**src/wtsi_pkg.sv**
```systemverilog
package wtsi_pkg;

	// Register byte offsets
	localparam logic [7:0] OFS_CTRL   = 8'h60;
	localparam logic [7:0] OFS_MODE   = 8'h64;
	localparam logic [7:0] OFS_STATUS = 8'h70;
	localparam logic [7:0] OFS_IEN    = 8'h74;
	localparam logic [7:0] OFS_IDIS   = 8'h78;
	localparam logic [7:0] OFS_IMASK  = 8'h7C;
	localparam logic [7:0] OFS_COUNT  = 8'h80;
	localparam logic [7:0] OFS_CMPA   = 8'h84;
	localparam logic [7:0] OFS_CMPB   = 8'h88;
	localparam logic [7:0] OFS_CMPC   = 8'h8C;

	// Status, enable and mask bit positions
	localparam int B_WRAP = 0;
	localparam int B_MA   = 2;
	localparam int B_MB   = 3;
	localparam int B_MC   = 4;
	localparam int B_ETRG = 7;
	localparam int B_CLK  = 8;
	localparam int B_MIRA = 9;
	localparam int B_MIRB = 10;
	localparam int B_CHGB = 16;
	localparam int B_CHGA = 17;
	localparam int B_CHGK = 18;
	localparam logic [31:0] EVT_BITS = 32'h0007009D;
	localparam logic [31:0] CHG_BITS = 32'h00070000;

	// Control register bits
	localparam int C_CLKEN  = 0;
	localparam int C_CLKDIS = 1;
	localparam int C_SWTRG  = 2;

	// Mode register field positions
	localparam int M_CSRC  = 0;
	localparam int M_EDGE  = 8;
	localparam int M_SRC   = 10;
	localparam int M_TEN   = 12;
	localparam int M_PIN_A_MATCH_A_ACTION  = 16;
	localparam int M_PIN_A_MATCH_C_ACTION  = 18;
	localparam int M_PIN_A_EXT_EVENT_ACTION = 20;
	localparam int M_ASW   = 22;
	localparam logic [31:0] MODE_BITS = 32'h00FF1F01;

	// Reset values and counter limits
	localparam logic [31:0] MODE_RST = 32'h00000000;
	localparam logic [31:0] MASK_RST = 32'h00000000;
	localparam logic [15:0] CMP_RST  = 16'h0000;
	localparam logic [15:0] CNT_ZERO = 16'h0000;
	localparam logic [15:0] CNT_MAX  = 16'hFFFF;

	// Pin action codes
	typedef enum logic [1:0] {
		WTSI_ACT_NONE = 2'h0,
		WTSI_ACT_SET  = 2'h1,
		WTSI_ACT_CLR  = 2'h2,
		WTSI_ACT_TGL  = 2'h3
	} wtsi_act_e;

endpackage : wtsi_pkg

```
**src/wtsi_sync2.sv**
```systemverilog
`timescale 1ns/100ps
// Two-stage synchroniser, deliberately without reset
module wtsi_sync2 #(
	parameter int WIDTH = 3
) (
	// Clock
	input  wire logic             clk_i,
	// Asynchronous levels in, synchronised levels out
	input  wire logic [WIDTH-1:0] d_i,
	output logic      [WIDTH-1:0] q_o
);

	logic [WIDTH-1:0] meta;

	// First stage feeds only the second
	always_ff @(posedge clk_i) begin
		meta <= d_i;
		q_o  <= meta;
	end

endmodule : wtsi_sync2

```
**src/wtsi_pin_action.sv**
```systemverilog
`timescale 1ns/100ps
// Next level of a waveform pin from four prioritised events
module wtsi_pin_action
	import wtsi_pkg::*;
(
	// Current pin level
	input  wire logic      level_i,
	// Action codes per event
	input  wire wtsi_act_e act_sw_i,
	input  wire wtsi_act_e act_ext_i,
	input  wire wtsi_act_e act_mc_i,
	input  wire wtsi_act_e act_ma_i,
	// Event strobes
	input  wire logic      hit_sw_i,
	input  wire logic      hit_ext_i,
	input  wire logic      hit_mc_i,
	input  wire logic      hit_ma_i,
	// Resulting level
	output logic           level_o
);

	// Apply one action code to a level
	function automatic logic apply_act(input wtsi_act_e act, input logic lvl);
		unique case (act)
			WTSI_ACT_NONE: apply_act = lvl;
			WTSI_ACT_SET:  apply_act = 1'b1;
			WTSI_ACT_CLR:  apply_act = 1'b0;
			WTSI_ACT_TGL:  apply_act = ~lvl;
		endcase
	endfunction : apply_act

	// Highest event that really acts wins; a "none" does not block lower ones
	always_comb begin
		if (hit_sw_i && act_sw_i != WTSI_ACT_NONE) begin
			level_o = apply_act(act_sw_i, level_i);
		end else if (hit_ext_i && act_ext_i != WTSI_ACT_NONE) begin
			level_o = apply_act(act_ext_i, level_i);
		end else if (hit_mc_i && act_mc_i != WTSI_ACT_NONE) begin
			level_o = apply_act(act_mc_i, level_i);
		end else if (hit_ma_i) begin
			level_o = apply_act(act_ma_i, level_i);
		end else begin
			level_o = level_i;
		end
	end

endmodule : wtsi_pin_action

```
**src/wtsi_timer.sv**
```systemverilog
`timescale 1ns/100ps
// Summary of operation
// - Counter passing from FFFF to 0000 sets the wrap flag.
// - Event flags stay set until the next status read.
// - Counter becoming equal to compare A sets the match A flag.
// - Counter becoming equal to compare B or C sets match B or match C flag.
// - External trigger flag set on selected edge of selected pin while enabled.
// - Pin A mirror bit follows the pin A level.
// - Pin B mirror bit follows the pin B level.
// - Mirror bits carry no defined value after reset.
// - Pin B change bit reads 0 after a change since last read, else 1.
// - Pin A change bit reads 0 after a change since last read, else 1.
// - External clock pin change bit reads 0 after a change, else 1.
// - Enable and disable registers act on ones, ignore zeros, status layout.
// - Mask register reads 1 per enabled source, status layout.
// - A set flag with its source enabled raises the interrupt request.
// - Counter register reads the live 16-bit count, maximum 65535.
// - A trigger loads 0000 at the next counter clock edge, not at once.
// - Compare A match sets, clears, toggles or keeps pin A per its field.
// - Status read clears event and change flags, not clock or mirror bits.
// - Action codes: 00 none, 01 set, 10 clear, 11 toggle.
// - Coinciding pin A actions: software, external, match C, then match A.
module wtsi_timer (
	// Clock and reset
	input  wire logic                 clk_i,
	input  wire logic                 rst_i,
	// Wishbone classic slave
	input  wire logic                 wb_cyc_i,
	input  wire logic                 wb_stb_i,
	input  wire logic                 wb_we_i,
	input  wire logic [7:0]           wb_adr_i,
	input  wire logic [3:0]           wb_sel_i,
	input  wire logic [31:0]          wb_dat_i,
	output logic      [31:0]          wb_dat_o,
	output logic                      wb_ack_o,
	// Waveform pin A
	input  wire logic                 waveform_pin_a_i,
	output logic                      waveform_pin_a_o,
	output logic                      waveform_pin_a_oe_o,
	// Waveform pin B
	input  wire logic                 waveform_pin_b_i,
	output logic                      waveform_pin_b_o,
	output logic                      waveform_pin_b_oe_o,
	// External clock pin
	input  wire logic                 external_clock_pin_i,
	// Channel interrupt request
	output logic                      irq_o
);

	import wtsi_pkg::*;

	logic [2:0]  pin_sync;
	logic [2:0]  pin_prev;
	logic [2:0]  pin_chg;
	logic        armed;
	logic [15:0] live_count;
	logic [15:0] compare_a_level;
	logic [15:0] cmp_b;
	logic [15:0] cmp_c;
	logic [31:0] mode;
	logic [31:0] evt;
	logic [31:0] mask;
	logic [31:0] evt_set;
	logic [31:0] next_evt;
	logic [31:0] status_view;
	logic [31:0] next_rdata;
	logic [31:0] wmask;
	logic        clk_run;
	logic        trig_pend;
	logic        moved;
	logic        next_pin_a;
	logic        req;
	logic        wr;
	logic        rd;
	logic        st_rd;
	logic        sw_trg;
	logic        trg_now;
	logic        trg_old;
	logic        ext_edge;
	logic        ext_clk_rise;
	logic        tick;
	logic        trig;
	logic        match_a;
	logic        match_b;
	logic        match_c;
	logic        wrap;

	// Byte enables widened to a bit mask
	function automatic logic [31:0] sel_mask(input logic [3:0] sel);
		sel_mask = {{8{sel[3]}}, {8{sel[2]}}, {8{sel[1]}}, {8{sel[0]}}};
	endfunction : sel_mask

	// Edge test for the trigger edge select field
	function automatic logic edge_hit(input logic [1:0] sel, input logic old_l, input logic now_l);
		unique case (sel)
			2'h1:    edge_hit = ~old_l & now_l;
			2'h2:    edge_hit = old_l & ~now_l;
			2'h3:    edge_hit = old_l ^ now_l;
			default: edge_hit = 1'b0;
		endcase
	endfunction : edge_hit

	// Pins enter here; sync stages have no reset so mirrors start undefined
	wtsi_sync2 #(
		.WIDTH (3)
	) u_sync (
		.clk_i (clk_i),
		.d_i   ({external_clock_pin_i, waveform_pin_b_i, waveform_pin_a_i}),
		.q_o   (pin_sync)
	);

	// Previous synced levels; change detection armed only after reset
	always_ff @(posedge clk_i) begin
		pin_prev <= pin_sync;
		if (rst_i) begin
			armed <= 1'b0;
		end else begin
			armed <= 1'b1;
		end
	end

	// Pin change and edge detection on synced levels
	assign pin_chg      = armed ? (pin_sync ^ pin_prev) : 3'h0;
	assign trg_now      = (mode[M_SRC +: 2] == 2'h0) ? pin_sync[1] : pin_sync[2];
	assign trg_old      = (mode[M_SRC +: 2] == 2'h0) ? pin_prev[1] : pin_prev[2];
	assign ext_edge     = armed & edge_hit(mode[M_EDGE +: 2], trg_old, trg_now);
	assign ext_clk_rise = armed & pin_sync[2] & ~pin_prev[2];

	// Counter clock: every cycle or rising external pin, gated by clock enable
	assign tick = clk_run & (mode[M_CSRC] ? ext_clk_rise : 1'b1);

	// Bus request decode; every request is answered one cycle later
	assign req    = wb_cyc_i & wb_stb_i & ~wb_ack_o;
	assign wr     = req & wb_we_i;
	assign rd     = req & ~wb_we_i;
	assign st_rd  = rd && (wb_adr_i == OFS_STATUS);
	assign wmask  = sel_mask(wb_sel_i);
	assign sw_trg = wr && (wb_adr_i == OFS_CTRL) && wmask[C_SWTRG] && wb_dat_i[C_SWTRG];

	// Software trigger always; external only with trigger enable
	assign trig = sw_trg | (ext_edge & mode[M_TEN]);

	// Compare hits are checked once the counter has just moved
	assign match_a = moved && (live_count == compare_a_level);
	assign match_b = moved && (live_count == cmp_b);
	assign match_c = moved && (live_count == cmp_c);
	assign wrap    = tick && !trig_pend && (live_count == CNT_MAX);

	// Wishbone acknowledge, single cycle
	always_ff @(posedge clk_i) begin
		if (rst_i) begin
			wb_ack_o <= 1'b0;
		end else begin
			wb_ack_o <= req;
		end
	end

	// Counter clock enable; disable wins over enable in one write
	always_ff @(posedge clk_i) begin
		if (rst_i) begin
			clk_run <= 1'b0;
		end else if (wr && wb_adr_i == OFS_CTRL && wmask[C_CLKDIS] && wb_dat_i[C_CLKDIS]) begin
			clk_run <= 1'b0;
		end else if (wr && wb_adr_i == OFS_CTRL && wmask[C_CLKEN] && wb_dat_i[C_CLKEN]) begin
			clk_run <= 1'b1;
		end
	end

	// Trigger waits for the next counter clock edge, then loads zero
	always_ff @(posedge clk_i) begin
		if (rst_i) begin
			trig_pend  <= 1'b0;
			live_count <= CNT_ZERO;
			moved      <= 1'b0;
		end else begin
			trig_pend <= (trig_pend & ~tick) | trig;
			moved     <= tick;
			if (tick) begin
				live_count <= trig_pend ? CNT_ZERO : live_count + 16'h0001;
			end
		end
	end

	// Mode and compare registers, byte lanes honoured
	always_ff @(posedge clk_i) begin
		if (rst_i) begin
			mode            <= MODE_RST;
			compare_a_level <= CMP_RST;
			cmp_b           <= CMP_RST;
			cmp_c           <= CMP_RST;
		end else if (wr) begin
			unique case (wb_adr_i)
				OFS_MODE: mode <= (mode & ~(wmask & MODE_BITS)) | (wb_dat_i & wmask & MODE_BITS);
				OFS_CMPA: compare_a_level <= (compare_a_level & ~wmask[15:0]) | (wb_dat_i[15:0] & wmask[15:0]);
				OFS_CMPB: cmp_b <= (cmp_b & ~wmask[15:0]) | (wb_dat_i[15:0] & wmask[15:0]);
				OFS_CMPC: cmp_c <= (cmp_c & ~wmask[15:0]) | (wb_dat_i[15:0] & wmask[15:0]);
				default: ;
			endcase
		end
	end

	// Interrupt mask: ones set or clear, zeros leave bits alone
	always_ff @(posedge clk_i) begin
		if (rst_i) begin
			mask <= MASK_RST;
		end else if (wr && wb_adr_i == OFS_IEN) begin
			mask <= mask | (wb_dat_i & wmask & EVT_BITS);
		end else if (wr && wb_adr_i == OFS_IDIS) begin
			mask <= mask & ~(wb_dat_i & wmask & EVT_BITS);
		end
	end

	// Sticky event sources in status layout
	always_comb begin
		evt_set         = 32'h00000000;
		evt_set[B_WRAP] = wrap;
		evt_set[B_MA]   = match_a;
		evt_set[B_MB]   = match_b;
		evt_set[B_MC]   = match_c;
		evt_set[B_ETRG] = ext_edge & mode[M_TEN];
		evt_set[B_CHGA] = pin_chg[0];
		evt_set[B_CHGB] = pin_chg[1];
		evt_set[B_CHGK] = pin_chg[2];
	end

	// A status read clears; a fresh event in the same cycle survives it
	assign next_evt = (evt & ~(st_rd ? EVT_BITS : 32'h00000000)) | evt_set;

	always_ff @(posedge clk_i) begin
		if (rst_i) begin
			evt <= 32'h00000000;
		end else begin
			evt <= next_evt;
		end
	end

	// Change bits read inverted: 0 means a change was seen
	always_comb begin
		status_view         = (evt & EVT_BITS & ~CHG_BITS) | (~evt & CHG_BITS);
		status_view[B_CLK]  = clk_run;
		status_view[B_MIRA] = pin_sync[0];
		status_view[B_MIRB] = pin_sync[1];
	end

	// Read data selection; unmapped and write-only offsets read zero
	always_comb begin
		unique case (wb_adr_i)
			OFS_MODE:   next_rdata = mode;
			OFS_STATUS: next_rdata = status_view;
			OFS_IMASK:  next_rdata = mask;
			OFS_COUNT:  next_rdata = {16'h0000, live_count};
			OFS_CMPA:   next_rdata = {16'h0000, compare_a_level};
			OFS_CMPB:   next_rdata = {16'h0000, cmp_b};
			OFS_CMPC:   next_rdata = {16'h0000, cmp_c};
			default:    next_rdata = 32'h00000000;
		endcase
	end

	// Read data stands only while acknowledged
	always_ff @(posedge clk_i) begin
		if (rst_i) begin
			wb_dat_o <= 32'h00000000;
		end else begin
			wb_dat_o <= rd ? next_rdata : 32'h00000000;
		end
	end

	// Pin A event arbitration
	wtsi_pin_action u_pin_a (
		.level_i   (waveform_pin_a_o),
		.act_sw_i  (wtsi_act_e'(mode[M_ASW +: 2])),
		.act_ext_i (wtsi_act_e'(mode[M_PIN_A_EXT_EVENT_ACTION +: 2])),
		.act_mc_i  (wtsi_act_e'(mode[M_PIN_A_MATCH_C_ACTION +: 2])),
		.act_ma_i  (wtsi_act_e'(mode[M_PIN_A_MATCH_A_ACTION +: 2])),
		.hit_sw_i  (sw_trg),
		.hit_ext_i (ext_edge),
		.hit_mc_i  (match_c),
		.hit_ma_i  (match_a),
		.level_o   (next_pin_a)
	);

	// Pin drivers; pin B is an input while it is the trigger source
	always_ff @(posedge clk_i) begin
		if (rst_i) begin
			waveform_pin_a_o    <= 1'b0;
			waveform_pin_a_oe_o <= 1'b0;
			waveform_pin_b_o    <= 1'b0;
			waveform_pin_b_oe_o <= 1'b0;
		end else begin
			waveform_pin_a_o    <= next_pin_a;
			waveform_pin_a_oe_o <= 1'b1;
			waveform_pin_b_o    <= 1'b0;
			waveform_pin_b_oe_o <= (mode[M_SRC +: 2] != 2'h0);
		end
	end

	// Interrupt request, one cycle behind the flags
	always_ff @(posedge clk_i) begin
		if (rst_i) begin
			irq_o <= 1'b0;
		end else begin
			irq_o <= |(evt & mask);
		end
	end
endmodule : wtsi_timer

```
**config.mk**
```make
export PLATFORM = sky130hd
export DESIGN_NAME = wtsi_timer
export DESIGN_NICKNAME = d
export VERILOG_FILES = /design/src/wtsi_pkg.sv /design/src/wtsi_sync2.sv /design/src/wtsi_pin_action.sv /design/src/wtsi_timer.sv
export SDC_FILE = /design/constraint.sdc
export NUM_CORES = 1
export LEC_CHECK = 0
export ABC_AREA = 1
export BUFFER_PORTS_ARGS = -buffer_cell sky130_fd_sc_hd__buf_2
export CAP_MARGIN = 30
export CORE_MARGIN = 2
export CORE_UTILIZATION = 40
export CTS_CLUSTER_SIZE = 25
export DETAILED_ROUTE_END_ITERATION = 10
export GPL_TIMING_DRIVEN = 1
export SLEW_MARGIN = 20
export SYNTH_ARGS = -nofsm -noshare
export SYNTH_HDL_FRONTEND = slang
export SYNTH_SLANG_ARGS = --single-unit
```
**constraint.sdc**
```tcl
create_clock -name clk_i -period 2.2 [get_ports clk_i]
set_input_delay 0.22 -clock clk_i [delete_from_list [all_inputs] [get_ports clk_i]]
set_output_delay 0.22 -clock clk_i [all_outputs]
set_load 0.05 [all_outputs]
```
==> summary.md <==
The initial antenna violation count was 0; the count of synthesis-stage warnings from yosys was 0. Buffers inserted during clock tree synthesis total 17. Clock latency on the worst-skew pair, taken at its later pin, is 0.43 ns.

Summing every instance area after synthesis gives 0.00649 sq mm. The logs give 0 ns for the setup total negative slack and 0.244 for the global routing usage summed across all routing layers. The number of global-route vias before repair is 5894. The clock root buffer is clkbuf_16. The clock sink count is 135. Dividing the synthesized area by the synthesized cell count gives 7.11 sq um.

In this run the critical register-to-register path is launched from live_count[11]. The final standard cell utilization of the core was 0.488; the via density per instance was 5.21. In the synthesized netlist, the number of instances is 913.

The family with the most delay on the worst path is simple AND/OR/NAND/NOR gates. The startpoint of the worst hold path was wb_stb_i. The die is 131 um tall. Counting distinct cell types in the post-synthesis netlist gives 43. The area growth from synthesis to layout is 19.4%. Counting stages on the worst path, the most repeated cell is nand2_1. The die covers 0.0173 sq mm.

The count of nets left with antenna violations once routing finished came out at 0. The run finished with clean final reports. The H-tree was split into 4 levels.

The run gives 0.0159 sq mm as the core area. Across the whole layout, storage elements account for 0.00270 sq mm. Among all stages on the critical path, the largest delay is contributed by nor3b_1. TritonCTS built the clock tree.

The run gives 0 as the number of setup buffers added after CTS. Row generation in the floorplan step produced 46 rows. Dividing total power by cell area gives a power density of 721 mW/mm^2. From left edge to right edge, the die measures 131 um. At the end of routability-driven placement, the weighted congestion stood at 0.915. The count of nets after finishing was 1055. Type of the setup path with the least slack: reg -> reg.

Setup violations remaining at the end of the flow were counted as 0. The tools report the estimated wirelength of the detail-placed design as 15300 um. The number of remaining DRC errors was 0. The detailed router placed 6398 vias in this run. The critical path data required time was 2.56 ns; the pin slew with the least headroom to its limit was 0.624 ns.

Setup repair after global routing left no endpoint under its margin. In this run the worst setup path begins at live_count[11]. Fraction of final layout cells sized beyond drive strength 1: 0.170.

The run gives 2 as the maximum clock insertion buffer count. Based on the critical path, the design can be clocked at up to 0.505 GHz. Between clock sinks in the finished design, the worst skew comes to 0.00712 ns.

Worst-case hold slack: 0.0477 ns. For the area taken by multi-input logic gates, the log shows 0.00310 sq mm. Post-route fraction of the period consumed by the critical path: 0.900.

The count of maximum capacitance violations is 0, and the fill cell total of the finished layout is 1639. The startpoint kind of the worst setup timing path is a flip-flop. The stage delay of the slowest cell on the critical path was 0.51 ns; the total congestion overflow was 0.

The wire length of the first global-routing pass is 32700 um, and the number of port buffers is 71. For this block, the initial DRC count from the detailed router was 596. The tools report the endpoint arrival time on the critical path as 2.34 ns. Max-slew headroom at the worst pin: 0.584. In this run, synthesis produced a sequential element count of 135.

The run gives 0.416 as the sequential element share of the synthesized area. Of all nets on the critical path, the largest fanout is 6. In the final routed layout, each cell accounts on average for 17.0 um. Across the VDD grid, the largest voltage drop is 0.574 mV. The clock input transition at the sequential cells of the worst setup and hold paths is 0.06 ns.

The worst setup path is captured at a flip-flop. The buffering stage count on the worst path with inverters included came out at 1. The run gives 0 as the final hold violation count. Walking the worst path, the cells encountered are inv_1 > nand2_1 > nand2_1 > nor2_1 > nor3b_1 > nand4_1 > nand2_1 > nand2_1 > nand2_1 > nand2_1 > a21oi_1. The pin count of the biggest net entering global routing was 49; the clock period minus final worst setup slack was 1.98 ns. The overall routed net length came out at 20900 um. The worst hold-check path type was in -> reg. For the starting density of the core, the log shows 0.409. The design draws 5.59 mW.

In this run the static leakage power is 3.05 nW. The number of optimization iterations in the first detailed-route pass was 5; the count of pins on the block boundary was 90. The total count of max-transition violations in the final report came out at 0. 0 antenna diodes ended up in the layout.
==> per-stage QoR <==
step,cells,area (sq um),worst slack (ns)
after floorplan,921,6520,0.306
after global placement,1193,7100,0.225
after detailed placement,1193,7100,0.140
after CTS,1229,7740,0.138
after global routing,1229,7750,0.0291
final,1229,7750,0.220
==> worst paths after layout <==
check / slack, ns / end / cells after the start
setup reg to reg: 0.22 / waveform_pin_a_o / 11
hold reg to reg: 0.33 / u_sync.q_o[2] / 0
hold / removal: 0.05 / wb_ack_o / 3
setup / recovery: 0.22 / waveform_pin_a_o / 11
==> worst reg2reg max path: stages, from the launching register on <==
cell and delay (ns):
dfxtp_1 0.42, inv_1 0.15, nand2_1 0.14, nand2_1 0.06, nor2_1 0.10, nor3b_1 0.51, nand4_1 0.17, nand2_1 0.11
nand2_1 0.05, nand2_1 0.06, nand2_1 0.05, a21oi_1 0.10
==> area by class of cell <==
class | instances | share of cell area
multi-input combinational | 613 | 0.400
sequential | 135 | 0.349
timing repair buffer | 99 | 0.0742
inverter | 134 | 0.0649
clock buffer | 20 | 0.0589
tap | 216 | 0.0349
clock inverter | 12 | 0.0186
==> cells in the mapped netlist <==
| cell | instances | share of area |
|---|---|---|
| nand2_1 | 162 | 0.094 |
| dfxtp_1 | 135 | 0.42 |
| inv_1 | 114 | 0.066 |
| a21oi_1 | 96 | 0.074 |
| nor2_1 | 76 | 0.044 |
| o21ai_0 | 75 | 0.058 |
| o22ai_1 | 42 | 0.040 |
| nand3_1 | 34 | 0.026 |
| inv_2 | 19 | 0.011 |
| nor3_1 | 19 | 0.015 |
| nand4_1 | 18 | 0.017 |
| a211oi_1 | 17 | 0.020 |
| clkbuf_1 | 16 | 0.0093 |
| buf_4 | 11 | 0.013 |
| nor2_2 | 11 | 0.011 |
| buf_2 | 9 | 0.0069 |
| o21ai_1 | 7 | 0.0054 |
| a211oi_2 | 6 | 0.012 |
| a221oi_1 | 5 | 0.0067 |
| nor2_4 | 5 | 0.0087 |
| xor2_1 | 4 | 0.0054 |
| a31oi_1 | 3 | 0.0029 |
| ha_1 | 3 | 0.0058 |
| a32oi_1 | 2 | 0.0027 |
| nand3_2 | 2 | 0.0031 |
| nand3b_1 | 2 | 0.0023 |
| nor3b_1 | 2 | 0.0023 |
| o2111ai_1 | 2 | 0.0027 |
| xnor2_1 | 2 | 0.0027 |
| a21boi_0 | 1 | 0.0012 |
| a21oi_2 | 1 | 0.0013 |
| a22o_1 | 1 | 0.0013 |
| a31o_1 | 1 | 0.0013 |
| and2_1 | 1 | 0.00096 |
| buf_1 | 1 | 0.00058 |
| buf_12 | 1 | 0.0031 |
| buf_6 | 1 | 0.0017 |
| clkinv_1 | 1 | 0.00058 |
| conb_1 | 1 | 0.00058 |
| nor2b_1 | 1 | 0.00096 |
| nor4_1 | 1 | 0.00096 |
| o211ai_1 | 1 | 0.0012 |
| o41ai_1 | 1 | 0.0013 |
==> power by group <==
part	internal, mW	switching [mW]	leakage, nW	total (mW)
logic	0.0604	0.158	1.67	0.219
clock network	1.74	1.16	0.284	2.91
registers	2.46	0.00993	1.09	2.47
total	4.27	1.33	3.05	5.59
==> cells by family (layout without fill, tap and decap cells) <==
family          after synthesis  count (layout)  share of synthesized area
simple gates                334             334                      0.226
compound gates              261             261                      0.232
buf+inv                     173             265                      0.112
flops                       135             135                      0.416
xor+xnor                      6               6                    0.00810
fa+ha+maj                     3               3                    0.00578
other cells                   1               9                   0.000578
==> layout by cell type, fill, tap and decap left out, drive strengths merged <==
master	n
a22o	1
dlygate4sd3	4
inv	136
nand4	18
nor3	19
a21boi	1
o211ai	1
nor4	1
a21oi	97
a221oi	5
a31oi	3
conb	9
o2111ai	2
o41ai	1
xnor2	2
xor2	4
clkinv	5
bufinv	2
nand2	162
clkinvlp	3
ha	3
nor3b	2
nand3	36
o21ai	82
nor2b	1
and2	1
buf	95
nand3b	2
a211oi	23
nor2	92
clkbuf	20
dfxtp	135
a32oi	2
a31o	1
o22ai	42
==> per-layer routing <==
layer,track usage,share of wire,up-vias
li1,-,-,3229
met1,0.331,0.45,2895
met2,0.393,0.46,235
met3,0.0436,0.068,39
met4,0.0791,0.021,0
met5,0,0,-
==> what timing repair did <==
item | in CTS | in global routing
endpoints found under the setup margin | 0 | 2
hold endpoints to repair | 4 | 0
gates resized for setup | 0 | 4
hold buffers | 4 | 0
Power figures use the tool's default switching activity.
